File: src/timer_pkg.sv
// Constants shared by the eight-bit compare timer and its helpers.
package timer_pkg;
  // Register addresses on the plain register port.
  localparam logic [15:0] SERIAL_TIMER_CONTROL_ADDR = 16'hffc3;
  localparam logic [15:0] TIMER_CONTROL_ADDR = 16'hffc8;
  localparam logic [15:0] TIMER_CONTROL_STATUS_ADDR = 16'hffc9;
  localparam logic [15:0] TIME_CONSTANT_A_ADDR = 16'hffca;
  localparam logic [15:0] TIME_CONSTANT_B_ADDR = 16'hffcb;
  localparam logic [15:0] TIMER_COUNT_ADDR = 16'hffcc;
  localparam logic [15:0] IRQ_STATUS_ADDR = 16'hffe0;
  localparam logic [15:0] IRQ_MASK_ADDR = 16'hffe1;
  // Field positions in the control register.
  localparam int IRQ_ENABLE_LSB = 5;
  localparam int CLEAR_SEL_LSB = 3;
  localparam int CLOCK_SEL_LSB = 0;
  // Field positions in the control/status register.
  localparam int FLAG_LSB = 5;
  localparam int OUTPUT_SEL_LSB = 0;
  // Prescale pair select bit in the serial/timer control register.
  localparam int PRESCALE_PAIR_BIT = 0;
  // Event index inside three-bit event vectors.
  localparam int EV_WRAP = 0;
  localparam int EV_MATCH_A = 1;
  localparam int EV_MATCH_B = 2;
  // Values after reset.
  localparam logic [7:0] CONTROL_RESET = 8'h00;
  localparam logic [7:0] REG8_RESET = 8'h00;
  localparam logic [7:0] CONSTANT_RESET = 8'hff;
  localparam logic [2:0] EVENT_RESET = 3'h0;
  // Prescaler bit whose falling edge marks each divided clock.
  localparam int DIV2_BIT = 0;
  localparam int DIV8_BIT = 2;
  localparam int DIV32_BIT = 4;
  localparam int DIV64_BIT = 5;
  localparam int DIV256_BIT = 7;
  // Clock source codes.
  localparam logic [2:0] CKS_STOP0 = 3'h0;
  localparam logic [2:0] CKS_DIV_LO = 3'h1;
  localparam logic [2:0] CKS_DIV_MID = 3'h2;
  localparam logic [2:0] CKS_DIV_HI = 3'h3;
  localparam logic [2:0] CKS_STOP4 = 3'h4;
  localparam logic [2:0] CKS_EXT_RISE = 3'h5;
  localparam logic [2:0] CKS_EXT_FALL = 3'h6;
  localparam logic [2:0] CKS_EXT_BOTH = 3'h7;
  // Counter clear codes.
  localparam logic [1:0] CLR_NONE = 2'h0;
  localparam logic [1:0] CLR_MATCH_A = 2'h1;
  localparam logic [1:0] CLR_MATCH_B = 2'h2;
  localparam logic [1:0] CLR_EXT = 2'h3;
  // Compare output actions.
  localparam logic [1:0] OUT_KEEP = 2'h0;
  localparam logic [1:0] OUT_LOW = 2'h1;
  localparam logic [1:0] OUT_HIGH = 2'h2;
  localparam logic [1:0] OUT_TOGGLE = 2'h3;
endpackage : timer_pkg

File: src/edge_if.sv
// Edge pulses of one synchronised pin, passed between timer modules.
`timescale 1ns/1ps
interface edge_if;
  // One-cycle pulses on a rising and on a falling pin edge.
  logic rise;
  logic fall;
  modport src (output rise, output fall);
  modport dst (input rise, input fall);
endinterface : edge_if

File: src/pin_edge_sync.sv
// Two-stage pin synchroniser with rising and falling edge pulses.
`timescale 1ns/1ps
module pin_edge_sync (
  // Clock and reset.
  input wire logic clk,
  input wire logic resetn,
  // Raw pin and its edge pulses.
  input wire logic pin,
  edge_if.src edges
);
  // Two synchroniser stages and one history stage.
  typedef struct packed {
    logic s1;
    logic s2;
    logic s3;
  } state_s;
  state_s r_reg;
  state_s r_next;

  // Only the second stage and the history stage are compared, never the first stage.
  always_comb begin
    r_next = r_reg;
    r_next.s1 = pin;
    r_next.s2 = r_reg.s1;
    r_next.s3 = r_reg.s2;
  end

  // Synchronous reset to all zero.
  always_ff @(posedge clk) begin
    if (!resetn) begin
      r_reg <= '0;
    end else begin
      r_reg <= r_next;
    end
  end

  assign edges.rise = r_reg.s2 & ~r_reg.s3;
  assign edges.fall = ~r_reg.s2 & r_reg.s3;
endmodule : pin_edge_sync

File: src/tick_gen.sv
// Count tick from the prescaled clock or the external clock pin.
`timescale 1ns/1ps
module tick_gen #(
  parameter int PRESCALE_WIDTH = 8
) (
  // Clock and reset.
  input wire logic clk,
  input wire logic resetn,
  // Source selection.
  input wire logic [2:0] clock_sel,
  input wire logic prescale_pair_select,
  // External clock edges and resulting tick.
  edge_if.dst ext,
  output logic tick
);
  import timer_pkg::*;

  // Free-running prescaler and the registered tick.
  typedef struct packed {
    logic [PRESCALE_WIDTH-1:0] pre;
    logic tick;
  } state_s;
  state_s r_reg;
  state_s r_next;

  // True when prescaler bit k falls between two values.
  function automatic logic falls(
    input logic [PRESCALE_WIDTH-1:0] old_v,
    input logic [PRESCALE_WIDTH-1:0] new_v,
    input int k
  );
    falls = old_v[k] & ~new_v[k];
  endfunction : falls

  // Select the counting edge for the chosen source.
  always_comb begin
    r_next = r_reg;
    r_next.pre = r_reg.pre + 1'b1;
    unique case (clock_sel)
      CKS_DIV_LO: r_next.tick = prescale_pair_select ?
        falls(r_reg.pre, r_next.pre, DIV2_BIT) :
        falls(r_reg.pre, r_next.pre, DIV8_BIT);
      CKS_DIV_MID: r_next.tick = prescale_pair_select ?
        falls(r_reg.pre, r_next.pre, DIV32_BIT) :
        falls(r_reg.pre, r_next.pre, DIV64_BIT);
      CKS_DIV_HI:
        r_next.tick = falls(r_reg.pre, r_next.pre, DIV256_BIT);
      CKS_EXT_RISE: r_next.tick = ext.rise;
      CKS_EXT_FALL: r_next.tick = ext.fall;
      CKS_EXT_BOTH: r_next.tick = ext.rise | ext.fall;
      default: r_next.tick = 1'b0;
    endcase
  end

  // Synchronous reset.
  always_ff @(posedge clk) begin
    if (!resetn) begin
      r_reg <= '0;
    end else begin
      r_reg <= r_next;
    end
  end

  assign tick = r_reg.tick;
endmodule : tick_gen

File: src/eight_bit_compare_timer.sv
// Eight-bit compare timer with flags, compare output and interrupt.
//
// What this block does
// - Codes 001-011 count prescaled clock falling edges.
// - Codes 000/100 stop; 101-111 use external edges.
// - Control bits 7-5 gate the three interrupt requests.
// - Set match B flag when count equals B.
// - Flag B clears by read-as-1 then write-0.
// - Flag bits accept only 0 from software.
// - All output select bits zero disables output.
//
// The plain strobed port is this design's own decision.
`timescale 1ns/1ps
module eight_bit_compare_timer (
  // Clock and reset.
  input wire logic clk,
  input wire logic resetn,
  // Register port.
  input wire logic [15:0] addr,
  input wire logic [7:0] wdata,
  input wire logic wr,
  input wire logic rd,
  output logic [7:0] rdata,
  // External pins.
  input wire logic ext_clock_pin,
  input wire logic ext_reset_pin,
  output logic compare_out,
  output logic compare_out_en,
  // Interrupt.
  output logic irq
);
  import timer_pkg::*;

  // Whole register state of the timer.
  typedef struct packed {
    logic [7:0] timer_control;
    logic [7:0] serial_timer_control;
    logic [2:0] flags;
    logic [2:0] armed;
    logic [3:0] output_sel;
    logic [7:0] time_constant_a;
    logic [7:0] time_constant_b;
    logic [7:0] timer_count;
    logic [2:0] irq_status;
    logic [2:0] irq_mask;
    logic [7:0] rdata;
    logic irq;
    logic out;
    logic out_en;
  } state_s;
  state_s r_reg;
  state_s r_next;

  // Edge pulses of the two synchronised input pins.
  edge_if ext_clock_edges ();
  edge_if ext_reset_edges ();
  // Count tick from the selected clock source.
  logic tick;

  // Decoded fields of the control register.
  logic [2:0] clock_sel;
  logic [1:0] clear_sel;
  logic [2:0] irq_enable;
  // Events of the current cycle.
  logic match_a;
  logic match_b;
  logic wrap;
  logic match_clear;
  logic pin_clear;
  logic [2:0] events;

  // External clock pin passes two flip-flops before use.
  pin_edge_sync clock_sync (
    .clk(clk),
    .resetn(resetn),
    .pin(ext_clock_pin),
    .edges(ext_clock_edges)
  );

  // External reset pin passes two flip-flops before use.
  pin_edge_sync reset_sync (
    .clk(clk),
    .resetn(resetn),
    .pin(ext_reset_pin),
    .edges(ext_reset_edges)
  );

  // Prescaler and clock source selection.
  tick_gen #(
    .PRESCALE_WIDTH(8)
  ) ticker (
    .clk(clk),
    .resetn(resetn),
    .clock_sel(clock_sel),
    .prescale_pair_select(
      r_reg.serial_timer_control[PRESCALE_PAIR_BIT]),
    .ext(ext_clock_edges),
    .tick(tick)
  );

  // Next level of the compare output for one action code.
  function automatic logic out_action(
    input logic cur,
    input logic [1:0] code
  );
    unique case (code)
      OUT_LOW: out_action = 1'b0;
      OUT_HIGH: out_action = 1'b1;
      OUT_TOGGLE: out_action = ~cur;
      default: out_action = cur;
    endcase
  endfunction : out_action

  // Status flag update: clear only when armed and written 0.
  // A hardware event in the same cycle wins over the clear.
  function automatic logic [2:0] flag_update(
    input logic [2:0] cur,
    input logic [2:0] armed,
    input logic write_hit,
    input logic [2:0] wbits,
    input logic [2:0] ev
  );
    logic [2:0] kept;
    kept = cur;
    if (write_hit) begin
      kept = cur & ~(armed & ~wbits);
    end
    flag_update = kept | ev;
  endfunction : flag_update

  // Field decode of the control register.
  always_comb begin
    clock_sel = r_reg.timer_control[CLOCK_SEL_LSB +: 3];
    clear_sel = r_reg.timer_control[CLEAR_SEL_LSB +: 2];
    irq_enable = r_reg.timer_control[IRQ_ENABLE_LSB +: 3];
  end

  // Compare and wrap detection, taken on the count tick only.
  // The compare sees the value the counter holds as the tick comes.
  always_comb begin
    match_a = tick && (r_reg.timer_count == r_reg.time_constant_a);
    match_b = tick && (r_reg.timer_count == r_reg.time_constant_b);
    match_clear = ((clear_sel == CLR_MATCH_A) && match_a) ||
      ((clear_sel == CLR_MATCH_B) && match_b);
    pin_clear = (clear_sel == CLR_EXT) && ext_reset_edges.rise;
    // A clear by compare replaces the increment, so no wrap follows.
    wrap = tick && (r_reg.timer_count == 8'hff) && !match_clear;
    events = '0;
    events[EV_WRAP] = wrap;
    events[EV_MATCH_A] = match_a;
    events[EV_MATCH_B] = match_b;
  end

  // Next-state logic for counter, registers, flags and outputs.
  always_comb begin
    r_next = r_reg;
    r_next.rdata = 8'h00;

    // Counter: pin clear first, then the selected tick.
    if (pin_clear) begin
      r_next.timer_count = 8'h00;
    end else if (tick) begin
      if (match_clear) begin
        r_next.timer_count = 8'h00;
      end else begin
        r_next.timer_count = r_reg.timer_count + 8'h01;
      end
    end

    // Plain register writes; a counter write beats the tick.
    if (wr) begin
      unique case (addr)
        TIMER_CONTROL_ADDR: begin
          r_next.timer_control = wdata;
        end
        SERIAL_TIMER_CONTROL_ADDR: begin
          r_next.serial_timer_control = wdata;
        end
        TIMER_CONTROL_STATUS_ADDR: begin
          r_next.output_sel = wdata[OUTPUT_SEL_LSB +: 4];
        end
        TIME_CONSTANT_A_ADDR: begin
          r_next.time_constant_a = wdata;
        end
        TIME_CONSTANT_B_ADDR: begin
          r_next.time_constant_b = wdata;
        end
        TIMER_COUNT_ADDR: begin
          r_next.timer_count = wdata;
        end
        IRQ_MASK_ADDR: begin
          r_next.irq_mask = wdata[2:0];
        end
        default: begin
          // Unmapped or read-only address: the write is dropped.
        end
      endcase
    end

    // Flags: written 1s are ignored, armed 0s clear.
    r_next.flags = flag_update(r_reg.flags, r_reg.armed,
      wr && (addr == TIMER_CONTROL_STATUS_ADDR),
      wdata[FLAG_LSB +: 3], events);

    // Arming: a read that shows a flag at 1 arms its clear.
    // Any write to the status register uses up the arming.
    if (wr && (addr == TIMER_CONTROL_STATUS_ADDR)) begin
      r_next.armed = 3'h0;
    end else if (rd && (addr == TIMER_CONTROL_STATUS_ADDR)) begin
      r_next.armed = r_reg.armed | r_reg.flags;
    end

    // Read data, valid in the cycle after the read strobe.
    if (rd) begin
      unique case (addr)
        TIMER_CONTROL_ADDR: begin
          r_next.rdata = r_reg.timer_control;
        end
        SERIAL_TIMER_CONTROL_ADDR: begin
          r_next.rdata = r_reg.serial_timer_control;
        end
        TIMER_CONTROL_STATUS_ADDR: begin
          r_next.rdata = {r_reg.flags, 1'b0, r_reg.output_sel};
        end
        TIME_CONSTANT_A_ADDR: begin
          r_next.rdata = r_reg.time_constant_a;
        end
        TIME_CONSTANT_B_ADDR: begin
          r_next.rdata = r_reg.time_constant_b;
        end
        TIMER_COUNT_ADDR: begin
          r_next.rdata = r_reg.timer_count;
        end
        IRQ_STATUS_ADDR: begin
          r_next.rdata = {5'h00, r_reg.irq_status};
        end
        IRQ_MASK_ADDR: begin
          r_next.rdata = {5'h00, r_reg.irq_mask};
        end
        default: begin
          // Unmapped addresses read as zero.
          r_next.rdata = 8'h00;
        end
      endcase
    end

    // Interrupt status: sticky, cleared by a read of it.
    // Only requests whose enable bit is set reach it, and an
    // event in the clearing cycle stays recorded.
    if (rd && (addr == IRQ_STATUS_ADDR)) begin
      r_next.irq_status = 3'h0;
    end
    r_next.irq_status = r_next.irq_status | (events & irq_enable);

    // Level interrupt while any unmasked status bit stands.
    r_next.irq = |(r_next.irq_status & r_next.irq_mask);

    // Compare output: match A action, then match B on top of it.
    // Holding the level while disabled keeps the pin glitch free
    // when software turns the output back on.
    if (match_a) begin
      r_next.out = out_action(r_reg.out, r_reg.output_sel[1:0]);
    end
    if (match_b) begin
      r_next.out = out_action(r_next.out, r_reg.output_sel[3:2]);
    end
    r_next.out_en = |r_next.output_sel;
  end

  // Single state register with synchronous reset.
  always_ff @(posedge clk) begin
    if (!resetn) begin
      r_reg.timer_control <= CONTROL_RESET;
      r_reg.serial_timer_control <= REG8_RESET;
      r_reg.flags <= EVENT_RESET;
      r_reg.armed <= EVENT_RESET;
      r_reg.output_sel <= 4'h0;
      r_reg.time_constant_a <= CONSTANT_RESET;
      r_reg.time_constant_b <= CONSTANT_RESET;
      r_reg.timer_count <= REG8_RESET;
      r_reg.irq_status <= EVENT_RESET;
      r_reg.irq_mask <= EVENT_RESET;
      r_reg.rdata <= REG8_RESET;
      r_reg.irq <= 1'b0;
      r_reg.out <= 1'b0;
      r_reg.out_en <= 1'b0;
    end else begin
      r_reg <= r_next;
    end
  end

  // Outputs straight from the state register.
  assign rdata = r_reg.rdata;
  assign irq = r_reg.irq;
  assign compare_out = r_reg.out;
  assign compare_out_en = r_reg.out_en;
endmodule : eight_bit_compare_timer

File: config.mk
export PLATFORM = sky130hd
export DESIGN_NAME = eight_bit_compare_timer
export DESIGN_NICKNAME = d
export VERILOG_FILES = /design/src/timer_pkg.sv /design/src/edge_if.sv /design/src/pin_edge_sync.sv /design/src/tick_gen.sv /design/src/eight_bit_compare_timer.sv
export SDC_FILE = /design/constraint.sdc
export NUM_CORES = 1
export LEC_CHECK = 0
export ABC_AREA = 0
export BUFFER_PORTS_ARGS = -buffer_cell sky130_fd_sc_hd__clkbuf_2
export CELL_PAD_IN_SITES_DETAIL_PLACEMENT = 2
export CELL_PAD_IN_SITES_GLOBAL_PLACEMENT = 2
export CORE_ASPECT_RATIO = 0.5
export CORE_MARGIN = 1
export CORE_UTILIZATION = 30
export CTS_CLUSTER_SIZE = 16
export DETAILED_ROUTE_END_ITERATION = 12
export GPL_ROUTABILITY_DRIVEN = 0
export HOLD_SLACK_MARGIN = 0.15
export PLACE_DENSITY_LB_ADDON = 0.1
export SYNTH_ARGS = -nofsm -noshare
export SYNTH_HDL_FRONTEND = slang
export SYNTH_SLANG_ARGS = --single-unit
File: constraint.sdc
create_clock -name clk -period 2.64 [get_ports clk]
set_input_delay 0.528 -clock clk [delete_from_list [all_inputs] [get_ports clk]]
set_output_delay 0.528 -clock clk [all_outputs]
set_load 0.02 [all_outputs]
==> run metrics, run 1 <==
status=completed; number of synthesized flops with an enable pin=0; Post-DRT Antenna Nets=0; CTS tree=yes; worst path cell trace=clkbuf_2 -> nand4_2 -> or2_1 -> nor3_1 -> or4_4 -> nand3_2 -> a31oi_1; fin nets=524; Clk pwr share=46.7%; H-tree Lvls=3; DR vias=3518; initial antenna violation count=0; CTS Buffer Depth=2; VDD IR-drop max=between 0.2 and 0.25 mV; CP required=2.89 ns; mux cell area share after synthesis=about 8.9%; commonest non-fill, non-tap cell in the layout=dfxtp_1; critical path's largest stage delay=0.43 ns; Worst-Skew Late Latency=around 0.34 ns; Die Width=170 um; max reg flops=48; Sw Share=roughly a quarter; clk_skew=0.00488 ns; row count=30; compound-cell area share of the yosys netlist=10.7%; Tcrit/Tclk final=77.3%; RSZ-0062 raised after global routing=false; Seq/Total Area, Yosys=around two fifths; Hold Crit Class=input pin to register; filler instances=1561; Final Hold Fails=0; async set-or-reset flop fraction in the synthesized netlist=0%; Post-CTS Setup Repair Bufs=0; hold_sp=ext_reset_pin; Worst Tran Pin Value=0.435 ns; DRC errors left=0; internal power=1990 uW; Sum Neg Setup Slack=0 ns; Avg Cell Area, Syn=9.15 um^2; LEAKAGE=0.00193 uW; CP endpoint kind=register; Netlist cell types=65; GRT Util Overall=19.8%; I/O Buffers=40; area grow syn2layout=14.6%; Critical Path Start=addr[15]; routed wl met3=679 um; NetSw=between 600 and 700 uW; vias per std cell=5.15; pin count of the biggest net entering global routing=58; Area contributors post-synth=dfxtp_1 39%, nand2_1 5.9%, mux2i_1 5.2%; CTS Root Cell=clkbuf_16; Final Max Slew Viols=0; most frequent cells in the layout=82 x dfxtp_1, 66 x nand2_1, 40 x clkbuf_2, 35 x nand3_1, 23 x and2_1; Power Dens Cells=approximately 540 nW/um^2; Comb pwr share=5.3%; WL final=approximately 13000 um; iteration-0 DRC count of the detailed router=257; WL per Instance=19.8 um; Post-Syn Area=roughly 4200 um^2; Die ar.=14600 um^2; vias in the first global route=3660; Top Ports=41; Synth area leader=dfxtp_1; Max FO, Critical Path=9; Synth Area in Simple Gates=between 20 and 30%; area share of the largest cell type after synthesis=38.9%; slew margin rel.=70.8%; Final Setup Violations=0; first-pass GRT wire length=21300 um; FF+latch count, synth=82; core footprint=13700 um^2; met2 wire length=6070 um; max cap viols=0; Worst EP arrival=2.29 ns; # diodes=0; die height=about 86 um; Post-Synth Adder-Cell Area=under 10%; total power=2600 uW; cts hold-fix bufs=0; clock sinks=82; Initial Utilization=30.9%; Yosys warnings=0; Hold Slack=0.392 ns; layout cells sized above 1=20.4%; Final HPWL DP=10100 um; Crit Path Class=input pin to register; minimum clock period=2.04 ns; maximum clock frequency=0.490 GHz; Initial DRT Pass Iterations=4; clock slew at reported path FFs=0.06 ns; pre-CTS setup slack=around 0.24 ns; syn_nets=500; Mapped Cells=between 400 and 500; M1 WL=between 6000 and 7000 um; DR top layer=met4; RR Startpoint=r_reg[22]$_SDFF_PN0_; non-filler cells, final=683; CTS Buf Count=9; largest family of logic cells by synthesized area=simple AND/OR/NAND/NOR gates; GRT overflow=0; Most used DFF post-synth=dfxtp_1; Critical-path top delay cell=or2_1; crit path launch type=input pin; xor/xnor share of the synthesized area=5.18%; final worst slack=0.599 ns; DP Cell Count=667; sequential power share=48.0%; post_cts resized=0
critical path: cells and delay by family:
kind | cells | cell delay, ns
buf+inv | 1 | 0.09
compound gates | 1 | 0.26
simple gates | 5 | 1.41
final cells by class:
class / count / area [um^2] / area share, %
flip-flops and latches: 82 / 1640 / 33.9
multi-input cells: 331 / 2330 / 48.1
inverters: 10 / 37.5 / 0.775
clock buffers: 11 / 253 / 5.22
clock inverters: 5 / 38.8 / 0.801
repair buffers: 52 / 303 / 6.25
well taps: 192 / 240 / 4.96
per-stage QoR:
stage,area (um^2),util (%)
finish,4840,35.4
detailed placement,4550,33.3
global route,4840,35.4
floorplan,4230,-
global placement,4550,33.3
CTS,4840,35.4
per-layer routing:
| layer | GRT usage, % | up-vias |
|---|---|---|
| met2 | 31.9 | 61 |
| met4 | 4.01 | 0 |
| met5 | 0 | - |
| met3 | 4.25 | 8 |
| li1 | - | 1664 |
| met1 | 27.3 | 1785 |
logic make-up after synthesis:
group	Yosys count
XOR/XNOR	25
adder cells (fa/ha/maj)	8
AND/OR/NAND/NOR	204
buffers and inverters	49
multiplexers	32
AO/OA/AOI/OAI	62
flip-flops	82
power groups by stage:
stage               clock, uW  sequential [uW]  combinational (uW)
CTS                      1250             1250                 140
global placement            0             1280                 139
detailed placement          0             1280                 139
global route             1320             1250                 148
floorplan                   0             1280                68.2
finish                   1220             1250                 137
final timing paths:
check	slack [ns]	to	cells after the start
max	0.60	rdata[1]$_SDFF_PN0_	7
min	0.39	reset_sync.r_next[1]$_SDFF_PN0_	2
max reg2reg	0.71	r_reg[19]$_SDFF_PN0_	6
min reg2reg	0.44	reset_sync.r_next[0]$_SDFF_PN0_	1
synth_stat cells (4+ instances only):
master	instances
mux4_2	4
a21boi_1	9
nor2_1	12
buf_2	6
ha_1	8
dfxtp_1	82
o21ai_1	7
nand3_1	35
a22oi_1	7
a31oi_1	8
a21boi_0	4
inv_1	9
xnor2_1	21
and2_1	23
and3_1	6
nor3_1	6
xor2_1	4
clkbuf_1	16
buf_4	10
a222oi_1	4
nor4_1	5
nand4_1	8
o21ai_0	4
mux2i_1	22
nand2_1	66
mux2_2	6
nor2b_1	14
(Power assumes the default switching activity.)
==> inputs of run 2 (changes only) <==
--- a/config.mk
+++ b/config.mk
@@ -5,7 +5,7 @@
 export SDC_FILE = /design/constraint.sdc
 export NUM_CORES = 1
 export LEC_CHECK = 0
-export ABC_AREA = 0
+export ABC_AREA = 1
 export BUFFER_PORTS_ARGS = -buffer_cell sky130_fd_sc_hd__clkbuf_2
 export CELL_PAD_IN_SITES_DETAIL_PLACEMENT = 2
 export CELL_PAD_IN_SITES_GLOBAL_PLACEMENT = 2
==> constraint.sdc (replaced) <==
create_clock -name clk -period 2.1 [get_ports clk]
set_input_delay 0.42 -clock clk [delete_from_list [all_inputs] [get_ports clk]]
set_output_delay 0.42 -clock clk [all_outputs]
set_load 0.02 [all_outputs]
==> run metrics, run 2 <==
status=completed; routed wl met3=913 um; CP endpoint kind=register; internal power=2590 uW; layout cells sized above 1=18.4%; I/O Buffers=40; Sw Share=about a quarter; kind of cell with the highest combined delay on the critical path=simple AND/OR/NAND/NOR gates; DR vias=4265; Crit Path Class=register to register; VDD IR-drop max=0.368 mV; Final HPWL DP=13000 um; sequential power share=45.4%; Worst Tran Pin Value=0.473 ns; CTS Buf Count=9; filler instances=1680; critical path's largest stage delay=0.43 ns; Die Width=173 um; clk_skew=between 0.01 and 0.015 ns; minimum clock period=1.82 ns; Critical-path top delay cell=dfxtp_1; WL final=approximately 16000 um; H-tree Lvls=3; CTS Root Cell=clkbuf_16; RSZ-0062 raised after global routing=false; GRT Util Overall=23.0%; Final Setup Violations=0; Area contributors post-synth=dfxtp_1 37%, nand2_1 12%, inv_1 6.9%; GRT overflow=0; slew margin rel.=between 60 and 70%; area grow syn2layout=17.5%; Synth area leader=dfxtp_1; DR top layer=met4; Avg Cell Area, Syn=7.19 um^2; first-pass GRT wire length=25800 um; top-count cell post-synth=nand2_1; hold_sp=ext_reset_pin; syn_nets=648; row count=30; CTS Buffer Depth=2; max reg flops=48; Die ar.=between 15000 and 20000 um^2; Post-DRT Antenna Nets=0; Initial Utilization=31.6%; clock sinks=82; Worst EP arrival=~2.1 ns; final worst slack=0.276 ns; Mapped Cells=610; pre-CTS setup slack=0.0835 ns; Power Dens Cells=approximately 670 nW/um^2; Top Ports=41; Final Hold Fails=0; maximum clock frequency=0.548 GHz; clock slew at reported path FFs=0.07 ns; worst path cell trace=inv_1 -> a21oi_1 -> nand3_1 -> nor2_1 -> nand3_2 -> buf_4 -> nand3_1 -> a21oi_1; Clk pwr share=49.9%; FF+latch count, synth=82; WL per Instance=19.2 um; Tcrit/Tclk final=86.9%; area share of the largest cell type after synthesis=37.5%; Comb pwr share=4.8%; Most used DFF post-synth=dfxtp_1; # diodes=0; commonest non-fill, non-tap cell in the layout=nand2_1; core footprint=13900 um^2; M1 WL=8630 um; commonest cells in the netlist=143 x nand2_1, 82 x dfxtp_1, 81 x inv_1; cts hold-fix bufs=0; pin count of the biggest net entering global routing=18; NetSw=867 uW; Final Max Slew Viols=0; Worst-Skew Late Latency=about 0.35 ns; Initial DRT Pass Iterations=4; met2 wire length=6750 um; vias in the first global route=approximately 4400; Hold Crit Class=input pin to register; DRC errors left=0; Seq/Total Area, Yosys=37.5%; Critical Path Start=r_reg[24]$_SDFF_PN0_; CTS tree=yes; number of synthesized flops with an enable pin=0; fin nets=695; most frequent cells in the layout=143 x nand2_1, 81 x inv_1, 81 x dfxtp_1, 52 x nor2_1, 42 x a21oi_1; Yosys warnings=0; crit path launch type=register; Max FO, Critical Path=5; RR Startpoint=r_reg[24]$_SDFF_PN0_; Netlist cell types=37; max cap viols=0; iteration-0 DRC count of the detailed router=293; Post-Syn Area=4380 um^2; die height=between 80 and 90 um; buffers and inverters on the worst path=2; async set-or-reset flop fraction in the synthesized netlist=0%; vias per std cell=4.99; LEAKAGE=about 0.0025 uW; initial antenna violation count=0; CP required=2.33 ns; Sum Neg Setup Slack=0 ns
-- run 2: changes by cell type in the layout (fill, tap and decap cells not counted), sizes merged, moves of 9 or more --
cell,previous run,this run
and2,23,0
a21oi,3,42
nor2,14,66
nor2b,15,0
nand4,11,23
nand2,67,153
o211ai,0,22
inv,10,89
mux2i,22,0
o21ai,11,38
xnor2,21,1
a21boi,13,0
buf,12,21
-- run 2: metal layers --
layer  GRT usage, %  vias to the layer above
met2           34.4                       90
met1           34.4                     2088
met5              0                        -
met3           3.97                        7
li1               -                     2080
met4           3.94                        0
-- run 2: what timing repair did --
item | in CTS | in global routing
gates resized for setup | 0 | 1
hold endpoints to repair | 0 | 0
setup buffers | 0 | 0
endpoints found under the setup margin | 0 | 1
-- run 2: power groups by stage --
| stage | sequential (uW) | clock [uW] | combinational (uW) |
|---|---|---|---|
| 6_report | 1570 | 1720 | 164 |
| 5_1_grt | 1570 | 1830 | 179 |
| 4_1_cts | 1570 | 1770 | 167 |
| 3_5_place_dp | 1610 | 0 | 166 |
| 3_3_place_gp | 1600 | 0 | 163 |
| 2_1_floorplan | 1600 | 0 | 83.4 |
-- run 2: worst min-delay path: cells and delay by family --
| kind | cells | cell delay [ns] |
|---|---|---|
| buf+inv | 2 | 0.12 |
| simple gates | 1 | 0.04 |
-- run 2: area by class of cell --
cell class	count	area [um^2]	share of cell area (%)
clock buffer	10	239	4.64
clock inverter	6	81.3	1.58
inverter	87	327	6.34
multi-input combinational	416	2250	43.7
sequential	82	1640	31.9
tap	192	240	4.66
timing repair buffer	61	370	7.19
-- run 2: kinds of logic after synthesis --
family | share of synthesized area (%)
compound gates | 14.6
xor+xnor | 1.80
fa+ha+maj | 2.28
buf+inv | 11.2
flops | 37.5
simple gates | 32.7
-- run 2: path summary, 6_finish.rpt --
path / slack [ns] / depth (start not counted) / endpoint
min reg2reg: 0.42 / 2 / reset_sync.r_next[0]$_SDFF_PN0_
max: 0.28 / 8 / r_reg[48]$_SDFF_PN0_
max reg2reg: 0.28 / 8 / r_reg[48]$_SDFF_PN0_
min: 0.26 / 3 / reset_sync.r_next[1]$_SDFF_PN0_
-- run 2: stage by stage --
step / power [uW] / cell area (um^2) / util (%) / std cells / hold WS (ns)
2_1_floorplan: 1690 / 4380 / - / 610 / 0.390
3_3_place_gp: 1770 / 4830 / 34.8 / 838 / 0.395
3_5_place_dp: 1770 / 4830 / 34.8 / 838 / 0.411
4_1_cts: 3500 / 5150 / 37.1 / 854 / 0.253
5_1_grt: 3580 / 5150 / 37.1 / 854 / 0.266
6_report: 3460 / 5150 / 37.1 / 854 / 0.259
==> inputs of run 3 (changes only) <==
--- a/config.mk
+++ b/config.mk
@@ -11,7 +11,7 @@
 export CELL_PAD_IN_SITES_GLOBAL_PLACEMENT = 2
 export CORE_ASPECT_RATIO = 0.5
 export CORE_MARGIN = 1
-export CORE_UTILIZATION = 30
+export CORE_UTILIZATION = 31
 export CTS_CLUSTER_SIZE = 16
 export DETAILED_ROUTE_END_ITERATION = 12
 export GPL_ROUTABILITY_DRIVEN = 0
==> run metrics, run 3 (same netlist as run 2, synthesis figures left out) <==
cts hold-fix bufs=0; row count=30; Die ar.=14600 um^2; Comb pwr share=around 4.5%; slew margin rel.=62.1%; DR vias=approximately 4300; minimum clock period=1.93 ns; Final HPWL DP=13200 um; I/O Buffers=40; CTS Buffer Depth=2; Final Setup Violations=0; layout cells sized above 1=a little under a fifth; Sw Share=23.1%; buffers and inverters on the worst path=3; Die Width=approximately 170 um; worst path cell trace=inv_1 -> nand2_1 -> nand2_1 -> inv_1 -> nand3_1 -> nor2_1 -> nand3_2 -> buf_4 -> nand4_1 -> a21oi_1; pin count of the biggest net entering global routing=26; internal power=2770 uW; # diodes=0; H-tree Lvls=3; clock slew at reported path FFs=0.07 ns; GRT overflow=0; fin area=5160 um^2; WL final=16700 um; Final Hold Fails=0; crit path launch type=register; kind of cell with the highest combined delay on the critical path=simple AND/OR/NAND/NOR gates; filler instances=between 1500 and 2000; most frequent cells in the layout=143 x nand2_1, 82 x dfxtp_1, 81 x inv_1, 52 x nor2_1, 42 x a21oi_1; WL per Instance=about 20 um; GRT Util Overall=24.1%; clock sinks=a little over 80; Initial Utilization=between 30% and 40%; total power=approximately 3600 uW; CTS Buf Count=9; Hold Crit Class=input pin to register; Initial DRT Pass Iterations=5; vias per std cell=about 5; Top Ports=41; critical path's largest stage delay=0.44 ns; Worst EP arrival=roughly 2.2 ns; Crit Path Class=register to register; Tcrit/Tclk final=91.8%; clk_skew=0.00617 ns; final core occ=37.8%; CTS tree=yes; commonest non-fill, non-tap cell in the layout=nand2_1; Final Max Slew Viols=0; Max FO, Critical Path=6; area grow syn2layout=17.8%; fin nets=roughly 690; maximum clock frequency=around 0.52 GHz; LEAKAGE=0.00251 uW; initial antenna violation count=0; Power Dens Cells=699 nW/um^2; Post-CTS Setup Repair Bufs=0; CTS Root Cell=clkbuf_16; RSZ-0062 raised after global routing=false; first-pass GRT wire length=25700 um; Worst-Skew Late Latency=0.35 ns; vias in the first global route=4392; max reg flops=48; sequential power share=43.5%; Clk pwr share=52.0%; status=completed; Worst Tran Pin Value=0.568 ns; Cell Area, Placed=4820 um^2; CP required=2.32 ns; iteration-0 DRC count of the detailed router=293; NetSw=834 uW; die height=86.1 um; VDD IR-drop max=0.312 mV; Post-DRT Antenna Nets=0; DRC errors left=0; post_cts resized=0; CP endpoint kind=register; Sum Neg Setup Slack=0 ns; max cap viols=0; core footprint=13700 um^2; Critical-path top delay cell=dfxtp_1
-- run 3: cell types whose count changed in the layout (fill, tap and decap cells not counted), sizes merged --
cell      change
clkbuf        -1
clkinv        -1
buf           -1
bufinv        +2
clkinvlp      +1
inv           -2
-- run 3: final timing paths --
path / start / to / slack (ns) / cells after the start
min reg2reg: clock_sync.r_next[1]$_SDFF_PN0_ / clock_sync.r_next[0]$_SDFF_PN0_ / 0.42 / 2
max: r_reg[22]$_SDFF_PN0_ / r_reg[18]$_SDFF_PN0_ / 0.17 / 10
max reg2reg: r_reg[22]$_SDFF_PN0_ / r_reg[18]$_SDFF_PN0_ / 0.17 / 10
min: ext_reset_pin / reset_sync.r_next[1]$_SDFF_PN0_ / 0.25 / 3
-- run 3: worst min-delay path, cell delays in order --
cell and delay, ns:
clkbuf_2 0.07, nand2_1 0.04, inv_1 0.04
-- run 3: layout make-up --
| class | instances | area (um^2) | share of cell area [%] |
|---|---|---|---|
| well taps | 192 | 240 | 4.65 |
| flip-flops and latches | 82 | 1640 | 31.8 |
| clock buffers | 9 | 225 | 4.36 |
| inverters | 87 | 327 | 6.33 |
| clock inverters | 6 | 115 | 2.23 |
| repair buffers | 60 | 363 | 7.03 |
| multi-input cells | 416 | 2250 | 43.6 |
-- run 3: power by group through the flow --
stage	logic, uW	clock network, uW	registers (uW)
2_1_floorplan	83.4	0	1600
6_report	163	1870	1570
3_5_place_dp	164	0	1610
4_1_cts	165	1910	1570
3_3_place_gp	161	0	1600
5_1_grt	178	1970	1570
-- run 3: metrics by stage --
step | hold slack (ns) | instances | setup slack [ns]
finish | 0.250 | 852 | 0.173
global route | 0.255 | 852 | 0.0834
CTS | 0.249 | 852 | 0.233
detailed placement | 0.411 | 837 | 0.0385
global placement | 0.393 | 837 | 0.113
floorplan | 0.390 | 610 | 0.489
-- run 3: per-layer routing --
metal  global-route usage, %  up-vias  wire length (um)
li1                        -     2071                 -
met1                    35.5     2104              8820
met2                    35.3       82              6940
met3                    5.58        9               833
met4                    4.83        0               130
met5                       0        -                 0
